File: config.mk
export PLATFORM = sky130hd
export DESIGN_NAME = timer8_core
export DESIGN_NICKNAME = d
export VERILOG_FILES = /design/src/core/tick_select.v /design/src/core/timer8_core.v
export VERILOG_INCLUDE_DIRS = /design/src /design/src/core
export SDC_FILE = /design/constraint.sdc
export NUM_CORES = 1
export LEC_CHECK = 0
export BUFFER_PORTS_ARGS = -buffer_cell sky130_fd_sc_hd__buf_2
export CORE_UTILIZATION = 48
export CTS_CLUSTER_SIZE = 30
export DETAILED_ROUTE_END_ITERATION = 10
export GPL_ROUTABILITY_DRIVEN = 0
export PLACE_DENSITY = 0.72
export SKIP_CTS_REPAIR_TIMING = 1
export SLEW_MARGIN = 20
export SYNTH_ARGS = -nofsm -noshare
export SYNTH_HDL_FRONTEND = slang
export SYNTH_HIERARCHICAL = 1
export SYNTH_SLANG_ARGS = --single-unit
File: constraint.sdc
create_clock -name clk -period 3.1 [get_ports clk]
set_clock_uncertainty 0.15 [all_clocks]
set_input_delay 0.155 -clock clk [delete_from_list [all_inputs] [get_ports clk]]
set_output_delay 0.155 -clock clk [all_outputs]
set_load 0.01 [all_outputs]
File: src/core/timer_consts.vh
// Constants for the eight-bit timer compare core
`ifndef TIMER_CONSTS_VH
`define TIMER_CONSTS_VH

`define CNT_W 8
`define CNT_BOTTOM 8'h00
`define CNT_MAX 8'hFF
`define CNT_ONE 8'h01

`define CTRL_RESET 8'h00
`define CTRLA_COMA_HI 7
`define CTRLA_COMA_LO 6
`define CTRLA_COMB_HI 5
`define CTRLA_COMB_LO 4
`define CTRLA_WGM1 1
`define CTRLA_WGM0 0
`define CTRLB_FOCA 7
`define CTRLB_FOCB 6
`define CTRLB_WGM2 3
`define CTRLB_CS_HI 2
`define CTRLB_CS_LO 0

`define FLAG_W 3
`define FLAG_OVF 0
`define FLAG_CMPA 1
`define FLAG_CMPB 2
`define FLAG_RESET 3'h0

`define WGM_NORMAL 3'h0
`define WGM_PC_MAX 3'h1
`define WGM_CTC 3'h2
`define WGM_FAST_MAX 3'h3
`define WGM_PC_CMPA 3'h5
`define WGM_FAST_CMPA 3'h7

`define COM_OFF 2'h0
`define COM_TOGGLE 2'h1
`define COM_CLEAR 2'h2
`define COM_SET 2'h3

`define CS_STOP 3'h0
`define CS_DIV1 3'h1
`define CS_DIV8 3'h2
`define CS_DIV64 3'h3
`define CS_DIV256 3'h4
`define CS_DIV1024 3'h5
`define CS_EXT_FALL 3'h6
`define CS_EXT_RISE 3'h7

`define PRE_W 10
`define PRE_MASK8 10'h007
`define PRE_MASK64 10'h03F
`define PRE_MASK256 10'h0FF
`define PRE_MASK1024 10'h3FF
`define PRE_ONE 10'h001
`define PRE_RESET 10'h000

`endif

File: src/core/tick_select.v
// Clock source selection and prescaler producing the timer tick enable
`timescale 1ns/1ps
`default_nettype none
`include "timer_consts.vh"

module tick_select (
  input wire clk,
  input wire rst,
  input wire [2:0] clock_select,
  input wire ext_count_pin,
  output reg timer_tick
);

  reg [`PRE_W-1:0] pre_r;
  reg ext_prev_r;
  wire ext_rise;
  wire ext_fall;

  assign ext_rise = ext_count_pin & ~ext_prev_r;
  assign ext_fall = ~ext_count_pin & ext_prev_r;

  // Free-running prescaler
  always @(posedge clk or posedge rst) begin
    if (rst) begin
      pre_r <= `PRE_RESET;
      ext_prev_r <= 1'b0;
    end else begin
      pre_r <= pre_r + `PRE_ONE;
      ext_prev_r <= ext_count_pin;
    end
  end

  always @* begin
    case (clock_select)
      `CS_STOP: timer_tick = 1'b0;
      `CS_DIV1: timer_tick = 1'b1;
      `CS_DIV8: timer_tick = ((pre_r & `PRE_MASK8) == `PRE_MASK8);
      `CS_DIV64: timer_tick = ((pre_r & `PRE_MASK64) == `PRE_MASK64);
      `CS_DIV256: timer_tick = ((pre_r & `PRE_MASK256) == `PRE_MASK256);
      `CS_DIV1024: timer_tick = (pre_r == `PRE_MASK1024);
      `CS_EXT_FALL: timer_tick = ext_fall;
      `CS_EXT_RISE: timer_tick = ext_rise;
      default: timer_tick = 1'b0;
    endcase
  end

endmodule

`default_nettype wire

File: src/core/timer8_core.v
// Eight-bit timer counter with two compare units and PWM buffering
`timescale 1ns/1ps
`default_nettype none
`include "timer_consts.vh"

// Function
// - Counter and both compare values are 8-bit registers.
// - All interrupt requests in one flag register, each gated by mask bit.
// - Tick from prescaled clock or external pin; stopped when select is zero.
// - Three-bit clock select in control B picks source and edge.
// - Each tick clears, increments or decrements counter per waveform mode.
// - CPU reads/writes counter anytime; write beats clear or count.
// - Bottom 0x00, max 0xFF, top is max or compare A by mode.
// - Three-bit waveform mode: two low bits in control A, high in B.
// - Overflow flag set at mode-defined point; may raise interrupt.
// - Continuous compare; match sets compare flag on following tick.
// - Compare flag clears on service or by writing one.
// - Match, top and bottom drive waveform generation per modes.
// - PWM modes double buffer compare values, update at top.
// - CPU compare writes go to buffer when buffering, else direct.
// - Force strobe in non-PWM updates output only, no flag, no counter.
// - Counter write blocks compare match on next tick, even stopped.
// - Compare output states persist across waveform mode changes.
// - Compare output mode bits unbuffered, effective immediately.
// - Mode zero counts up, wraps, sets overflow when becoming zero.
// - Mode two clears counter on compare A match; A is top.
// - Fast PWM bottom to top restart; top 0xFF mode 3, A mode 7.
// - Reset clears compare output state registers.
module timer8_core (
  input wire clk,
  input wire rst,
  input wire ext_count_pin,
  input wire counter_wr,
  input wire [`CNT_W-1:0] counter_wr_data,
  input wire compare_a_wr,
  input wire [`CNT_W-1:0] compare_a_wr_data,
  input wire compare_b_wr,
  input wire [`CNT_W-1:0] compare_b_wr_data,
  input wire control_a_wr,
  input wire [7:0] control_a_wr_data,
  input wire control_b_wr,
  input wire [7:0] control_b_wr_data,
  input wire flag_wr,
  input wire [`FLAG_W-1:0] flag_wr_data,
  input wire mask_wr,
  input wire [`FLAG_W-1:0] mask_wr_data,
  input wire [`FLAG_W-1:0] irq_ack,
  output wire [`CNT_W-1:0] counter_value,
  output wire [`CNT_W-1:0] compare_a_value,
  output wire [`CNT_W-1:0] compare_b_value,
  output wire [7:0] control_a_reg,
  output wire [7:0] control_b_reg,
  output wire [`FLAG_W-1:0] timer_flag_reg,
  output wire [`FLAG_W-1:0] timer_mask_reg,
  output wire [`FLAG_W-1:0] irq_req,
  output wire timer_tick,
  output wire match_a,
  output wire match_b,
  output wire top_hit,
  output wire bottom_hit,
  output wire wave_out_a,
  output wire wave_out_b
);

  reg [`CNT_W-1:0] cnt_r;
  reg [`CNT_W-1:0] cnt_nxt;
  reg [`CNT_W-1:0] cmp_a_r;
  reg [`CNT_W-1:0] cmp_b_r;
  reg [`CNT_W-1:0] buf_a_r;
  reg [`CNT_W-1:0] buf_b_r;
  reg [7:0] ctrl_a_r;
  reg [7:0] ctrl_b_r;
  reg [`FLAG_W-1:0] flag_r;
  reg [`FLAG_W-1:0] mask_r;
  reg down_r;
  reg down_nxt;
  reg block_r;
  reg wave_a_r;
  reg wave_b_r;
  reg ovf_set;

  wire [2:0] waveform_mode;
  wire [2:0] clock_select;
  wire [1:0] com_a;
  wire [1:0] com_b;
  wire pwm_mode;
  wire fast_mode;
  wire pc_mode;
  wire [`CNT_W-1:0] top_value;
  wire cmp_a_event;
  wire cmp_b_event;
  wire force_a;
  wire force_b;
  wire [`FLAG_W-1:0] flag_set;

  assign waveform_mode = {ctrl_b_r[`CTRLB_WGM2], ctrl_a_r[`CTRLA_WGM1], ctrl_a_r[`CTRLA_WGM0]};
  assign clock_select = ctrl_b_r[`CTRLB_CS_HI:`CTRLB_CS_LO];
  assign com_a = ctrl_a_r[`CTRLA_COMA_HI:`CTRLA_COMA_LO];
  assign com_b = ctrl_a_r[`CTRLA_COMB_HI:`CTRLA_COMB_LO];

  assign fast_mode = (waveform_mode == `WGM_FAST_MAX) || (waveform_mode == `WGM_FAST_CMPA);
  assign pc_mode = (waveform_mode == `WGM_PC_MAX) || (waveform_mode == `WGM_PC_CMPA);
  assign pwm_mode = fast_mode | pc_mode;

  assign top_value = ((waveform_mode == `WGM_CTC) || (waveform_mode == `WGM_FAST_CMPA) ||
                      (waveform_mode == `WGM_PC_CMPA)) ? cmp_a_r : `CNT_MAX;

  assign match_a = (cnt_r == cmp_a_r);
  assign match_b = (cnt_r == cmp_b_r);
  assign top_hit = (cnt_r == top_value);
  assign bottom_hit = (cnt_r == `CNT_BOTTOM);

  assign cmp_a_event = timer_tick & match_a & ~block_r;
  assign cmp_b_event = timer_tick & match_b & ~block_r;

  assign force_a = control_b_wr & control_b_wr_data[`CTRLB_FOCA] & ~pwm_mode;
  assign force_b = control_b_wr & control_b_wr_data[`CTRLB_FOCB] & ~pwm_mode;

  tick_select tick_select_inst (
    .clk(clk),
    .rst(rst),
    .clock_select(clock_select),
    .ext_count_pin(ext_count_pin),
    .timer_tick(timer_tick)
  );

  // Counter next value and overflow point
  always @* begin
    cnt_nxt = cnt_r;
    down_nxt = down_r;
    ovf_set = 1'b0;
    if (timer_tick) begin
      if (pc_mode) begin
        if (!down_r && top_hit) begin
          down_nxt = 1'b1;
          cnt_nxt = cnt_r - `CNT_ONE;
        end else if (down_r && bottom_hit) begin
          ovf_set = 1'b1;
          down_nxt = 1'b0;
          cnt_nxt = cnt_r + `CNT_ONE;
        end else if (down_r) begin
          cnt_nxt = cnt_r - `CNT_ONE;
        end else begin
          cnt_nxt = cnt_r + `CNT_ONE;
        end
      end else if (fast_mode) begin
        down_nxt = 1'b0;
        if (top_hit) begin
          cnt_nxt = `CNT_BOTTOM;
          ovf_set = 1'b1;
        end else begin
          cnt_nxt = cnt_r + `CNT_ONE;
        end
      end else if (waveform_mode == `WGM_CTC) begin
        down_nxt = 1'b0;
        if (top_hit) begin
          cnt_nxt = `CNT_BOTTOM;
        end else begin
          cnt_nxt = cnt_r + `CNT_ONE;
        end
        ovf_set = (cnt_r == `CNT_MAX);
      end else begin
        down_nxt = 1'b0;
        cnt_nxt = cnt_r + `CNT_ONE;
        ovf_set = (cnt_r == `CNT_MAX);
      end
    end
    if (counter_wr) begin
      cnt_nxt = counter_wr_data;
    end
  end

  always @(posedge clk or posedge rst) begin
    if (rst) begin
      cnt_r <= `CNT_BOTTOM;
      down_r <= 1'b0;
      block_r <= 1'b0;
    end else begin
      cnt_r <= cnt_nxt;
      down_r <= down_nxt;
      if (counter_wr) begin
        block_r <= 1'b1;
      end else if (timer_tick) begin
        block_r <= 1'b0;
      end
    end
  end

  // Compare values and buffers
  always @(posedge clk or posedge rst) begin
    if (rst) begin
      cmp_a_r <= `CNT_BOTTOM;
      cmp_b_r <= `CNT_BOTTOM;
      buf_a_r <= `CNT_BOTTOM;
      buf_b_r <= `CNT_BOTTOM;
    end else begin
      if (compare_a_wr) begin
        buf_a_r <= compare_a_wr_data;
      end
      if (compare_b_wr) begin
        buf_b_r <= compare_b_wr_data;
      end
      if (!pwm_mode) begin
        if (compare_a_wr) begin
          cmp_a_r <= compare_a_wr_data;
        end
        if (compare_b_wr) begin
          cmp_b_r <= compare_b_wr_data;
        end
      end else if (timer_tick && top_hit && !(pc_mode && down_r)) begin
        cmp_a_r <= buf_a_r;
        cmp_b_r <= buf_b_r;
      end
    end
  end

  // Control, flag and mask registers
  assign flag_set = {cmp_b_event, cmp_a_event, ovf_set};

  always @(posedge clk or posedge rst) begin
    if (rst) begin
      ctrl_a_r <= `CTRL_RESET;
      ctrl_b_r <= `CTRL_RESET;
      flag_r <= `FLAG_RESET;
      mask_r <= `FLAG_RESET;
    end else begin
      if (control_a_wr) begin
        ctrl_a_r <= control_a_wr_data;
      end
      if (control_b_wr) begin
        ctrl_b_r <= {2'b00, control_b_wr_data[5:0]};
      end
      if (mask_wr) begin
        mask_r <= mask_wr_data;
      end
      // clear by one or service, set wins
      flag_r <= (flag_r & ~((flag_wr ? flag_wr_data : `FLAG_RESET) | irq_ack)) | flag_set;
    end
  end

  assign irq_req = flag_r & mask_r;

  // Waveform output update for one channel
  function wave_next;
    input cur;
    input [1:0] com;
    input fast;
    input pc;
    input down;
    input hit;
    input at_bottom;
    begin
      wave_next = cur;
      if (fast) begin
        if (hit && com == `COM_CLEAR) begin
          wave_next = 1'b0;
        end else if (hit && com == `COM_SET) begin
          wave_next = 1'b1;
        end else if (at_bottom && com == `COM_CLEAR) begin
          wave_next = 1'b1;
        end else if (at_bottom && com == `COM_SET) begin
          wave_next = 1'b0;
        end
      end else if (pc) begin
        if (hit && com == `COM_CLEAR) begin
          wave_next = down;
        end else if (hit && com == `COM_SET) begin
          wave_next = ~down;
        end
      end else if (hit) begin
        case (com)
          `COM_TOGGLE: wave_next = ~cur;
          `COM_CLEAR: wave_next = 1'b0;
          `COM_SET: wave_next = 1'b1;
          default: wave_next = cur;
        endcase
      end
    end
  endfunction

  always @(posedge clk or posedge rst) begin
    if (rst) begin
      wave_a_r <= 1'b0;
      wave_b_r <= 1'b0;
    end else begin
      wave_a_r <= wave_next(wave_a_r, com_a, fast_mode, pc_mode, down_r,
                            cmp_a_event | force_a, timer_tick & fast_mode & top_hit);
      wave_b_r <= wave_next(wave_b_r, com_b, fast_mode, pc_mode, down_r,
                            cmp_b_event | force_b, timer_tick & fast_mode & top_hit);
    end
  end

  assign counter_value = cnt_r;
  assign compare_a_value = pwm_mode ? buf_a_r : cmp_a_r;
  assign compare_b_value = pwm_mode ? buf_b_r : cmp_b_r;
  assign control_a_reg = ctrl_a_r;
  assign control_b_reg = ctrl_b_r;
  assign timer_flag_reg = flag_r;
  assign timer_mask_reg = mask_r;
  assign wave_out_a = wave_a_r;
  assign wave_out_b = wave_b_r;

endmodule

`default_nettype wire

# Word-level counts from Yosys, hierarchy flattened

Cells that the tools add are included.

Bits in registers: 75
Input port bits: 59
Word-level logic and storage cells: 161

Add/subtract/negate cells: 3
Equal/unequal tests: 32
Mux-type cells: 51
Bitwise logic cells: 27
Reduce and logical (&&, ||, !) cells: 33

Operators by type and width:

| operator                                            | number |
|---|---|
| two-way mux 8 bit                                   | 18 |
| two-way mux 1 bit                                   | 29 |
| equality test 8 bit                                 | 3 |
| equality test 3 bit, second input constant          | 7 |
| equality test 8 bit, second input constant          | 2 |
| logical AND 1 bit                                   | 13 |
| AND 1 bit                                           | 12 |
| equality test 3 x 2 -> 1 bit, second input constant | 4 |
| adder 10 x 1 -> 10 bit, second input constant       | 1 |
| equality test 10 bit, second input constant         | 1 |
| != test 5 x 1 -> 1 bit, second input constant       | 2 |
| nonzero test 5 bit                                  | 2 |
| adder 8 x 1 -> 8 bit, second input constant         | 1 |
| equality test 2 bit, second input constant          | 4 |
| logical NOT 8 bit                                   | 1 |
| != test 4 x 2 -> 1 bit, second input constant       | 2 |
| one-hot mux 1 bit (8 select lines)                  | 1 |
| AND reduction 4 bit                                 | 2 |
| subtractor 8 x 1 -> 8 bit, second input constant    | 1 |
| NOT 1 bit                                           | 7 |
| AND 3 bit                                           | 2 |
| equality test 3 x 1 -> 1 bit, second input constant | 2 |
| equality test 6 bit, second input constant          | 1 |
| bitwise OR 3 bit                                    | 2 |
| 13 further kinds                                    | 26 |

# Longest topological paths before layout

Gate-level depths: netlist (run 1).

Word-level depth: 12
Gate-level depth with buffers: 11

# Hierarchy

The synthesis (run 1) kept the hierarchy.

Modules (own cells, without submodules):

| module      | instances | cells each | area an instance (µm²) | sequential area each (µm²) |
|---|---|---|---|---|
| timer8_core | 1         | 462        | 4011.3                 | 1601.5 |
| tick_select | 1         | 44         | 513.0                  | 275.3 |

# Worst setup path before layout (run 1)

OpenSTA, ideal clock, no wires.

Path kind: reg2reg
Start: register tick_select_inst.pre_r[0]
End: register wave_b_r (netlist: wave_out_b)
Library setup time: 0.133 ns
Data arrival time: 3.104 ns
Required time: 2.817 ns
Setup slack: -0.287 ns
Stages on the path, launching flop included: 12
Path buffers: 0
Cell sequence: dfrtp_1 -> ha_1 -> and4_4 -> or4b_1 -> a211oi_2 -> clkinv_1 -> nor2_1 -> nand3_1 -> a221oi_1 -> a21oi_1 -> a2111oi_2 -> a31oi_1

Word-level cells in the longest chain between the ends: 9

Ends and longest elaborated chain:

| element                                                             | line              | RTL |
|---|---|---|
| from (decl)                                                         | tick_select.v:14  | `` reg [`PRE_W-1:0] pre_r; `` |
| from (signal assigned)                                              | tick_select.v:25  | `` pre_r <= `PRE_RESET; `` |
| from (signal assigned)                                              | tick_select.v:28  | `` pre_r <= pre_r + `PRE_ONE; `` |
| equality test 10 bit (no source line), or another cell as far along | n/a               |  |
| one-hot mux 1 bit (8 select lines) (*)                              | tick_select.v:34  | `case (clock_select)` |
| via timer_tick                                                      | timer8_core.v:56  | `output wire timer_tick,` |
| branches (longest 7 deep; another with != test 5 x 1 -> 1 bit)      | n/a               |  |
| to (signal assigned)                                                | timer8_core.v:288 | `wave_b_r <= wave_next(wave_b_r, com_b, fast_mode, pc_mode, down_r,` |
| to (decl)                                                           | timer8_core.v:79  | `reg wave_b_r;` |

Mark *: on every way through the listed nets, which the timed path passes.
A chain may end at the register's enable or synchronous reset.

# Worst setup path in the final report (run 1)

Start: register tick_select_inst.pre_r[0]
End: register wave_b_r (netlist: wave_out_b)

Word-level cells in the longest chain between the ends: 9

Ends and longest elaborated chain:

| element                                                             | line |
|---|---|
| equality test 10 bit (no source line), or another cell as far along | n/a |
| one-hot mux 1 bit (8 select lines) (*)                              | tick_select.v:34 |
| branches (longest 7 deep; another with != test 5 x 1 -> 1 bit)      | n/a |

Mark *: on every way between the ends.

==> out/results.txt, run 1 <==
worst path bufs/invs: 1
HPWL Detailed: 8900 um
Cell Rows: 35
asr flop ratio synth: 100%
hold wc startpoint: flag_wr_data[2]
Setup crit end kind: flip-flop
Hold Crit Class: in -> reg
CORE AREA: 9200 um^2
met1 global-route usage: 33.2%
min Tclk post-route: 3070 ps
Final period util: 99.0%
crit path max-delay cell type: or4b_4
Die W: 99.1 um
layout cells sized above 1: 30.7%
CTS root buf: clkbuf_8
DRT Wirelength: 12,500 um
Clk Latency, worst-skew pair: 350 ps
CTS tree: done
XOR/XNOR Fraction of Synth Area: 3.87%
Seq/Total Area, Yosys: 41.5%
WHS: -7.42 ps
First DRT Iteration DRCs: 264
Worst VDD drop: 0.319 mV
vias post-DR: 4,381
critical path arrival: 3140 ps
Adder-Cell Fraction of Synth Area: 1.94%
run status: finished, violations left
cell count after synthesis: 506
Compound-Gate Fraction of Synth Area: 18.9%
Setup-failing EPs final: 0
drt wl/cell: 15.7 um
deepest clock path buffer count: 2
grt met2 use: 38.9%
Critical Path RT: 3170 ps
RSZ-0062 raised after global routing: true
clk slew on worst S/H paths: 80 ps
DRC viols: 0
die area: 9820 um^2
R2R Path Start: tick_select_inst/pre_r[0]$_DFF_PP0_
NumNets Final: 744
Synth Area in Simple Gates: 17.9%
pre-CTS WS: -36.3 ps
post-route setup TNS: 0 ps
highest clock rate: 326 MHz
initial antenna violation count: 0
vias in the first global route: 3,927
final setup margin: 32.5 ps
Synth Area per Inst: 8.94 um^2
synthesis-stage register bit count: 75
first-pass iteration count of the detailed router: 5
largest family of logic cells by synthesized area: compound AO/OA/AOI/OAI gates
R2R Path End: wave_out_b$_DFFE_PP0P_
LEAKAGE: 0.00288 uW
DR vias/cell: 5.52
internal reg-to-reg setup slack: 30 ps
Hold Vio Cnt, Final: 2
Post-synth EDFFs: 0
Fill cells: 740
CP delay by family, top: compound AO/OA/AOI/OAI gates
GR peak layer: met2
Endpoint, Worst Hold: timer_flag_reg[2]$_DFF_PP0_
Least-Margin Pin Slew: 617 ps
Post-Synthesis Cell Area: 4520 um^2
worst-path fanout max: 4
Initial Util: 49.2%
Overall Power: 3020 uW
Slew Limit Headroom: 58.3%
CP Cell Sequence: ha_4, and4_4, or4b_4, a211oi_4, clkinv_2, nor2_4, nand4_1, a221oi_4, a21oi_2, a2111oi_2, a31oi_1
Worst Setup Path Type: reg -> reg
gr usage total: 24.9%
H-tree levels: 3
Slew Viols, Final: 0
failing checks: hold timing
Top reg by flops: tick_select_inst/pre_r
TritonCTS Sinks: 75
worst r2r path cells: 11
ANT cells: 0
Num CTS Buffers: 9
largest net degree at the start of global routing: 56
Largest register FFs: 10
count of different cell masters after synthesis: 64
ys flop type: dfrtp_1
CP peak stage delay: 470 ps
total grt overflow: 0
Max Cap Viol: 0
Layout area overhead: 35.5%
Hold Path Depth: 4
DIE HEIGHT: 99.1 um
antenna-violating nets left: 0
CP startpoint kind: flip-flop
I/O Pins: 115
pwr dens: 492 nW/um^2
met3 Usage GRT: 5.74%
mux cell area share after synthesis: 8.85%
Yosys warnings: 6
Port Buf Inserts: 112
first-pass GRT wire length: 19,000 um
==> metal layers <==
metal	up-vias	wire (um)
met3	47	817
li1	2109	-
met4	0	453
met2	172	5840
met5	-	0
met1	2053	5350
==> placed cells by master, fill, tap and decap left out, types with 8 or more instances in the layout <==
master	count
a21oi_1	34
buf_2	112
buf_4	31
clkbuf_8	9
dfrtp_1	75
dlygate4sd3_1	46
inv_1	47
mux2_2	32
nand2_1	42
nand2b_1	13
nand3_1	12
nor2_1	37
nor2b_1	8
o21ai_0	41
xor2_1	13
==> worst max-delay path by stage <==
| stage | start | to | slack, ps | cells after the start |
|---|---|---|---|---|
| 6_report | tick_select_inst/pre_r[0]$_DFF_PP0_ | wave_out_b$_DFFE_PP0P_ | 30 | 11 |
| 5_1_grt | tick_select_inst/pre_r[1]$_DFF_PP0_ | wave_out_b$_DFFE_PP0P_ | -140 | 11 |
| 4_1_cts | tick_select_inst/pre_r[1]$_DFF_PP0_ | wave_out_b$_DFFE_PP0P_ | -40 | 11 |
| 3_5_place_dp | tick_select_inst/pre_r[1]$_DFF_PP0_ | wave_out_b$_DFFE_PP0P_ | -40 | 11 |
| 3_3_place_gp | tick_select_inst/pre_r[1]$_DFF_PP0_ | wave_out_b$_DFFE_PP0P_ | 120 | 11 |
| 2_1_floorplan | tick_select_inst/pre_r[0]$_DFF_PP0_ | wave_out_b$_DFFE_PP0P_ | 40 | 11 |
==> final cells by class <==
| type | count | area [um^2] | share of cell area, % |
|---|---|---|---|
| Timing Repair Buffer | 190 | 1260 | 20.6 |
| Multi-Input combinational cell | 353 | 2420 | 39.5 |
| Clock inverter | 6 | 114 | 1.86 |
| Inverter | 49 | 185 | 3.02 |
| Clock buffer | 10 | 128 | 2.08 |
| Sequential cell | 75 | 1880 | 30.6 |
| Tap cell | 111 | 139 | 2.26 |
==> report_power, final <==
| group | total [uW] | leakage, uW | internal (uW) | switching, uW |
|---|---|---|---|---|
| clock network | 921 | 0.000113 | 536 | 385 |
| registers | 1200 | 0.000883 | 1090 | 114 |
| logic | 894 | 0.00188 | 408 | 486 |
| total | 3020 | 0.00288 | 2030 | 985 |
==> cells in the mapped netlist (all sizes together) (8+ instances only) <==
master / count / area [um^2]
nor2b: 8 / 50.1
nor2: 38 / 143
nand3: 13 / 65.1
clkbuf: 20 / 75.1
inv: 48 / 180
dfrtp: 75 / 1880
mux2: 32 / 360
o21ai: 41 / 205
nand2: 42 / 158
nand2b: 13 / 81.3
a21oi: 35 / 175
buf: 10 / 52.5
xor2: 13 / 114
==> per-stage QoR <==
stage | instances | hold slack [ps] | cell area (um^2) | util [%]
floorplan | 507 | -143 | 4570 | -
global placement | 727 | 36.7 | 5340 | 58.1
detailed placement | 727 | 35.2 | 5340 | 58.1
CTS | 743 | -350 | 5590 | 60.7
global route | 794 | 4.63 | 6130 | 66.7
finish | 794 | -7.42 | 6130 | 66.7
==> logic make-up (layout without fill, tap and decap cells) <==
kind of cell,Yosys count,count (layout)
flip-flops,75,75
multiplexers,36,36
AND/OR/NAND/NOR,160,160
AO/OA/AOI/OAI,128,128
XOR/XNOR,20,20
other,1,2
adder cells (fa/ha/maj),7,7
buffers and inverters,79,255
==> worst register-to-register path: stages, from the launching register on <==
cell	delay, ps
dfrtp_1	410
ha_4	160
and4_4	210
or4b_4	470
a211oi_4	270
clkinv_2	120
nor2_4	160
nand4_1	190
a221oi_4	330
a21oi_2	70
a2111oi_2	290
a31oi_1	130
Note: power is estimated with default switching activity, not from simulation.
==> run 2, diff against run 1 <==
--- a/config.mk
+++ b/config.mk
@@ -16,5 +16,4 @@
 export SLEW_MARGIN = 20
 export SYNTH_ARGS = -nofsm -noshare
 export SYNTH_HDL_FRONTEND = slang
-export SYNTH_HIERARCHICAL = 1
 export SYNTH_SLANG_ARGS = --single-unit
==> out/results.txt, run 2 <==
run status: finished, violations left
failing checks: DRC
Cell Count, Final, Fillers Out: 728
Slew Limit Headroom: 55.5%
Num CTS Buffers: 9
CTS root buf: clkbuf_8
Post-synth EDFFs: 0
Critical Path RT: 3200 ps
count of different cell masters after synthesis: 72
first-pass GRT wire length: 18,800 um
pwr dens: 478 nW/um^2
register area: 1880 um^2
clk slew on worst S/H paths: 80 ps
vias post-DR: 4,115
most frequent cells in the layout: buf_2, dfrtp_1, nand2_1
Worst VDD drop: 0.285 mV
CORE AREA: 8890 um^2
Least-Margin Pin Slew: 667 ps
Clk Latency, worst-skew pair: 360 ps
die area: 9710 um^2
LEAKAGE: 0.00269 uW
min Tclk post-route: 2900 ps
NumNets Final: 681
ANT cells: 0
Final period util: 93.5%
Initial Util: 50.3%
CP startpoint kind: flip-flop
Hold Vio Cnt, Final: 0
Fill cells: 732
CTS tree: done
DIE HEIGHT: 98.5 um
layout cells sized above 1: 31.8%
CP peak stage delay: 540 ps
DR vias/cell: 5.65
area share of the largest cell type after synthesis: 41.9%
critical path arrival: 2990 ps
ys flop type: dfrtp_1
cell count after synthesis: 455
vias in the first global route: 3,735
Cell Rows: 34
Port Buf Inserts: 112
crit path max-delay cell type: a2111oi_0
Inst Count DP: 661
I/O Pins: 115
H-tree levels: 3
most frequent cell after synthesis: dfrtp_1
Seq/Total Area, Yosys: 41.9%
Top reg by flops: tick_select_inst.pre_r
First DRT Iteration DRCs: 299
worst-path fanout max: 4
Hold Crit Class: in -> reg
Yosys warnings: 0
Largest register FFs: 10
post-route setup TNS: 0 ps
asr flop ratio synth: 100%
synthesis-stage register bit count: 75
Slew Viols, Final: 0
commonest non-fill, non-tap cell in the layout: buf_2
total grt overflow: 0
CP Cell Sequence: ha_1, nand4_1, a2111oi_0, o21ai_0, a211oi_2, o211ai_1, a311o_1, mux2_4
Setup crit end kind: flip-flop
antenna-violating nets left: 0
RSZ-0062 raised after global routing: false
DRT Wirelength: 11,900 um
Layout area overhead: 30.6%
drt wl/cell: 16.4 um
HPWL Detailed: 8450 um
Max Cap Viol: 0
largest net degree at the start of global routing: 45
initial antenna violation count: 0
Post-Synthesis Cell Area: 4470 um^2
Synth Area per Inst: 9.83 um^2
gr usage total: 24.7%
Die W: 98.5 um
most frequent cells after synthesis: dfrtp_1, nand2_1, mux2_2, o21ai_0, inv_1
synth top area cells: dfrtp_1, mux2_2, nand2_1
highest clock rate: 345 MHz
Worst Setup Path Type: reg -> reg
TritonCTS Sinks: 75
area leader, netlist: dfrtp_1
deepest clock path buffer count: 2
Setup-failing EPs final: 0
footprint of the multi-input gates: 2390 um^2
first-pass iteration count of the detailed router: 8
DRC viols: 9
## run 2: cell count changes after synthesis, moves of 8 or more
cell / previous run / this run
clkbuf_1: 20 / 12
a21oi_1: 35 / 13
mux2_2: 32 / 44
mux2i_1: 4 / 15
o21ai_0: 41 / 32
nand2_1: 42 / 53
nor2_1: 38 / 15
inv_1: 48 / 18
## run 2: cells by family after synthesis
family                   synth area share [%]
other                                  0.0838
buffers and inverters                    4.75
adder cells (fa/ha/maj)                  1.96
flip-flops                               41.9
AND/OR/NAND/NOR                          16.6
multiplexers                             14.8
AO/OA/AOI/OAI                            15.0
XOR/XNOR                                 4.89
## run 2: per-layer routing
layer  GRT usage (%)  routed length [um]  up-vias
met3            5.39                 845       16
met5               0                   0        -
met2            37.7                5570      167
met1            34.6                5350     1968
met4            8.96                 177        0
li1                -                   -     1964
## run 2: area by class of cell
class | instances | share of cell area (%)
inverters | 19 | 1.31
well taps | 108 | 2.31
repair buffers | 177 | 20.3
clock buffers | 11 | 2.42
clock inverters | 5 | 0.642
flip-flops and latches | 75 | 32.1
multi-input cells | 333 | 40.9
## run 2: final timing paths
path | from | end | slack (ps) | cells past startpoint
setup / recovery | tick_select_inst.pre_r[0]$_DFF_PP0_ | wave_out_a$_DFFE_PP0P_ | 200 | 8
hold / removal | flag_wr | timer_flag_reg[0]$_DFF_PP0_ | 10 | 3
setup reg to reg | tick_select_inst.pre_r[0]$_DFF_PP0_ | wave_out_a$_DFFE_PP0P_ | 200 | 8
hold reg to reg | tick_select_inst.pre_r[9]$_DFF_PP0_ | tick_select_inst.pre_r[9]$_DFF_PP0_ | 330 | 1
max in group asynchronous | rst | counter_value[2]$_DFFE_PP0P_ | 1850 | 4
min in group asynchronous | rst | control_b_reg[5]$_DFFE_PP0P_ | 280 | 3
## run 2: stage by stage
step / instance area [um^2] / setup slack (ps) / hold WS (ps) / power (uW) / util, %
after floorplan: 4480 / 380 / 36.4 / 1760 / -
after global placement: 5150 / 390 / 133 / 2020 / 58.0
after detailed placement: 5150 / 276 / 142 / 2050 / 58.0
after CTS: 5330 / 255 / -250 / 2750 / 60.0
after global routing: 5840 / 58.5 / 9.70 / 2950 / 65.7
final: 5840 / 201 / 14.9 / 2800 / 65.7
## run 2: critical path: cells and delay by family (launching register included)
kind,cells,cell delay [ps]
AO/OA/AOI/OAI,5,1600
adder cells (fa/ha/maj),1,240
flip-flops,1,400
multiplexers,1,260
AND/OR/NAND/NOR,1,140
## run 2: power breakdown
group | internal (uW) | switching (uW)
clock | 315 | 392
sequential | 1090 | 132
combinational | 415 | 449
total | 1820 | 972
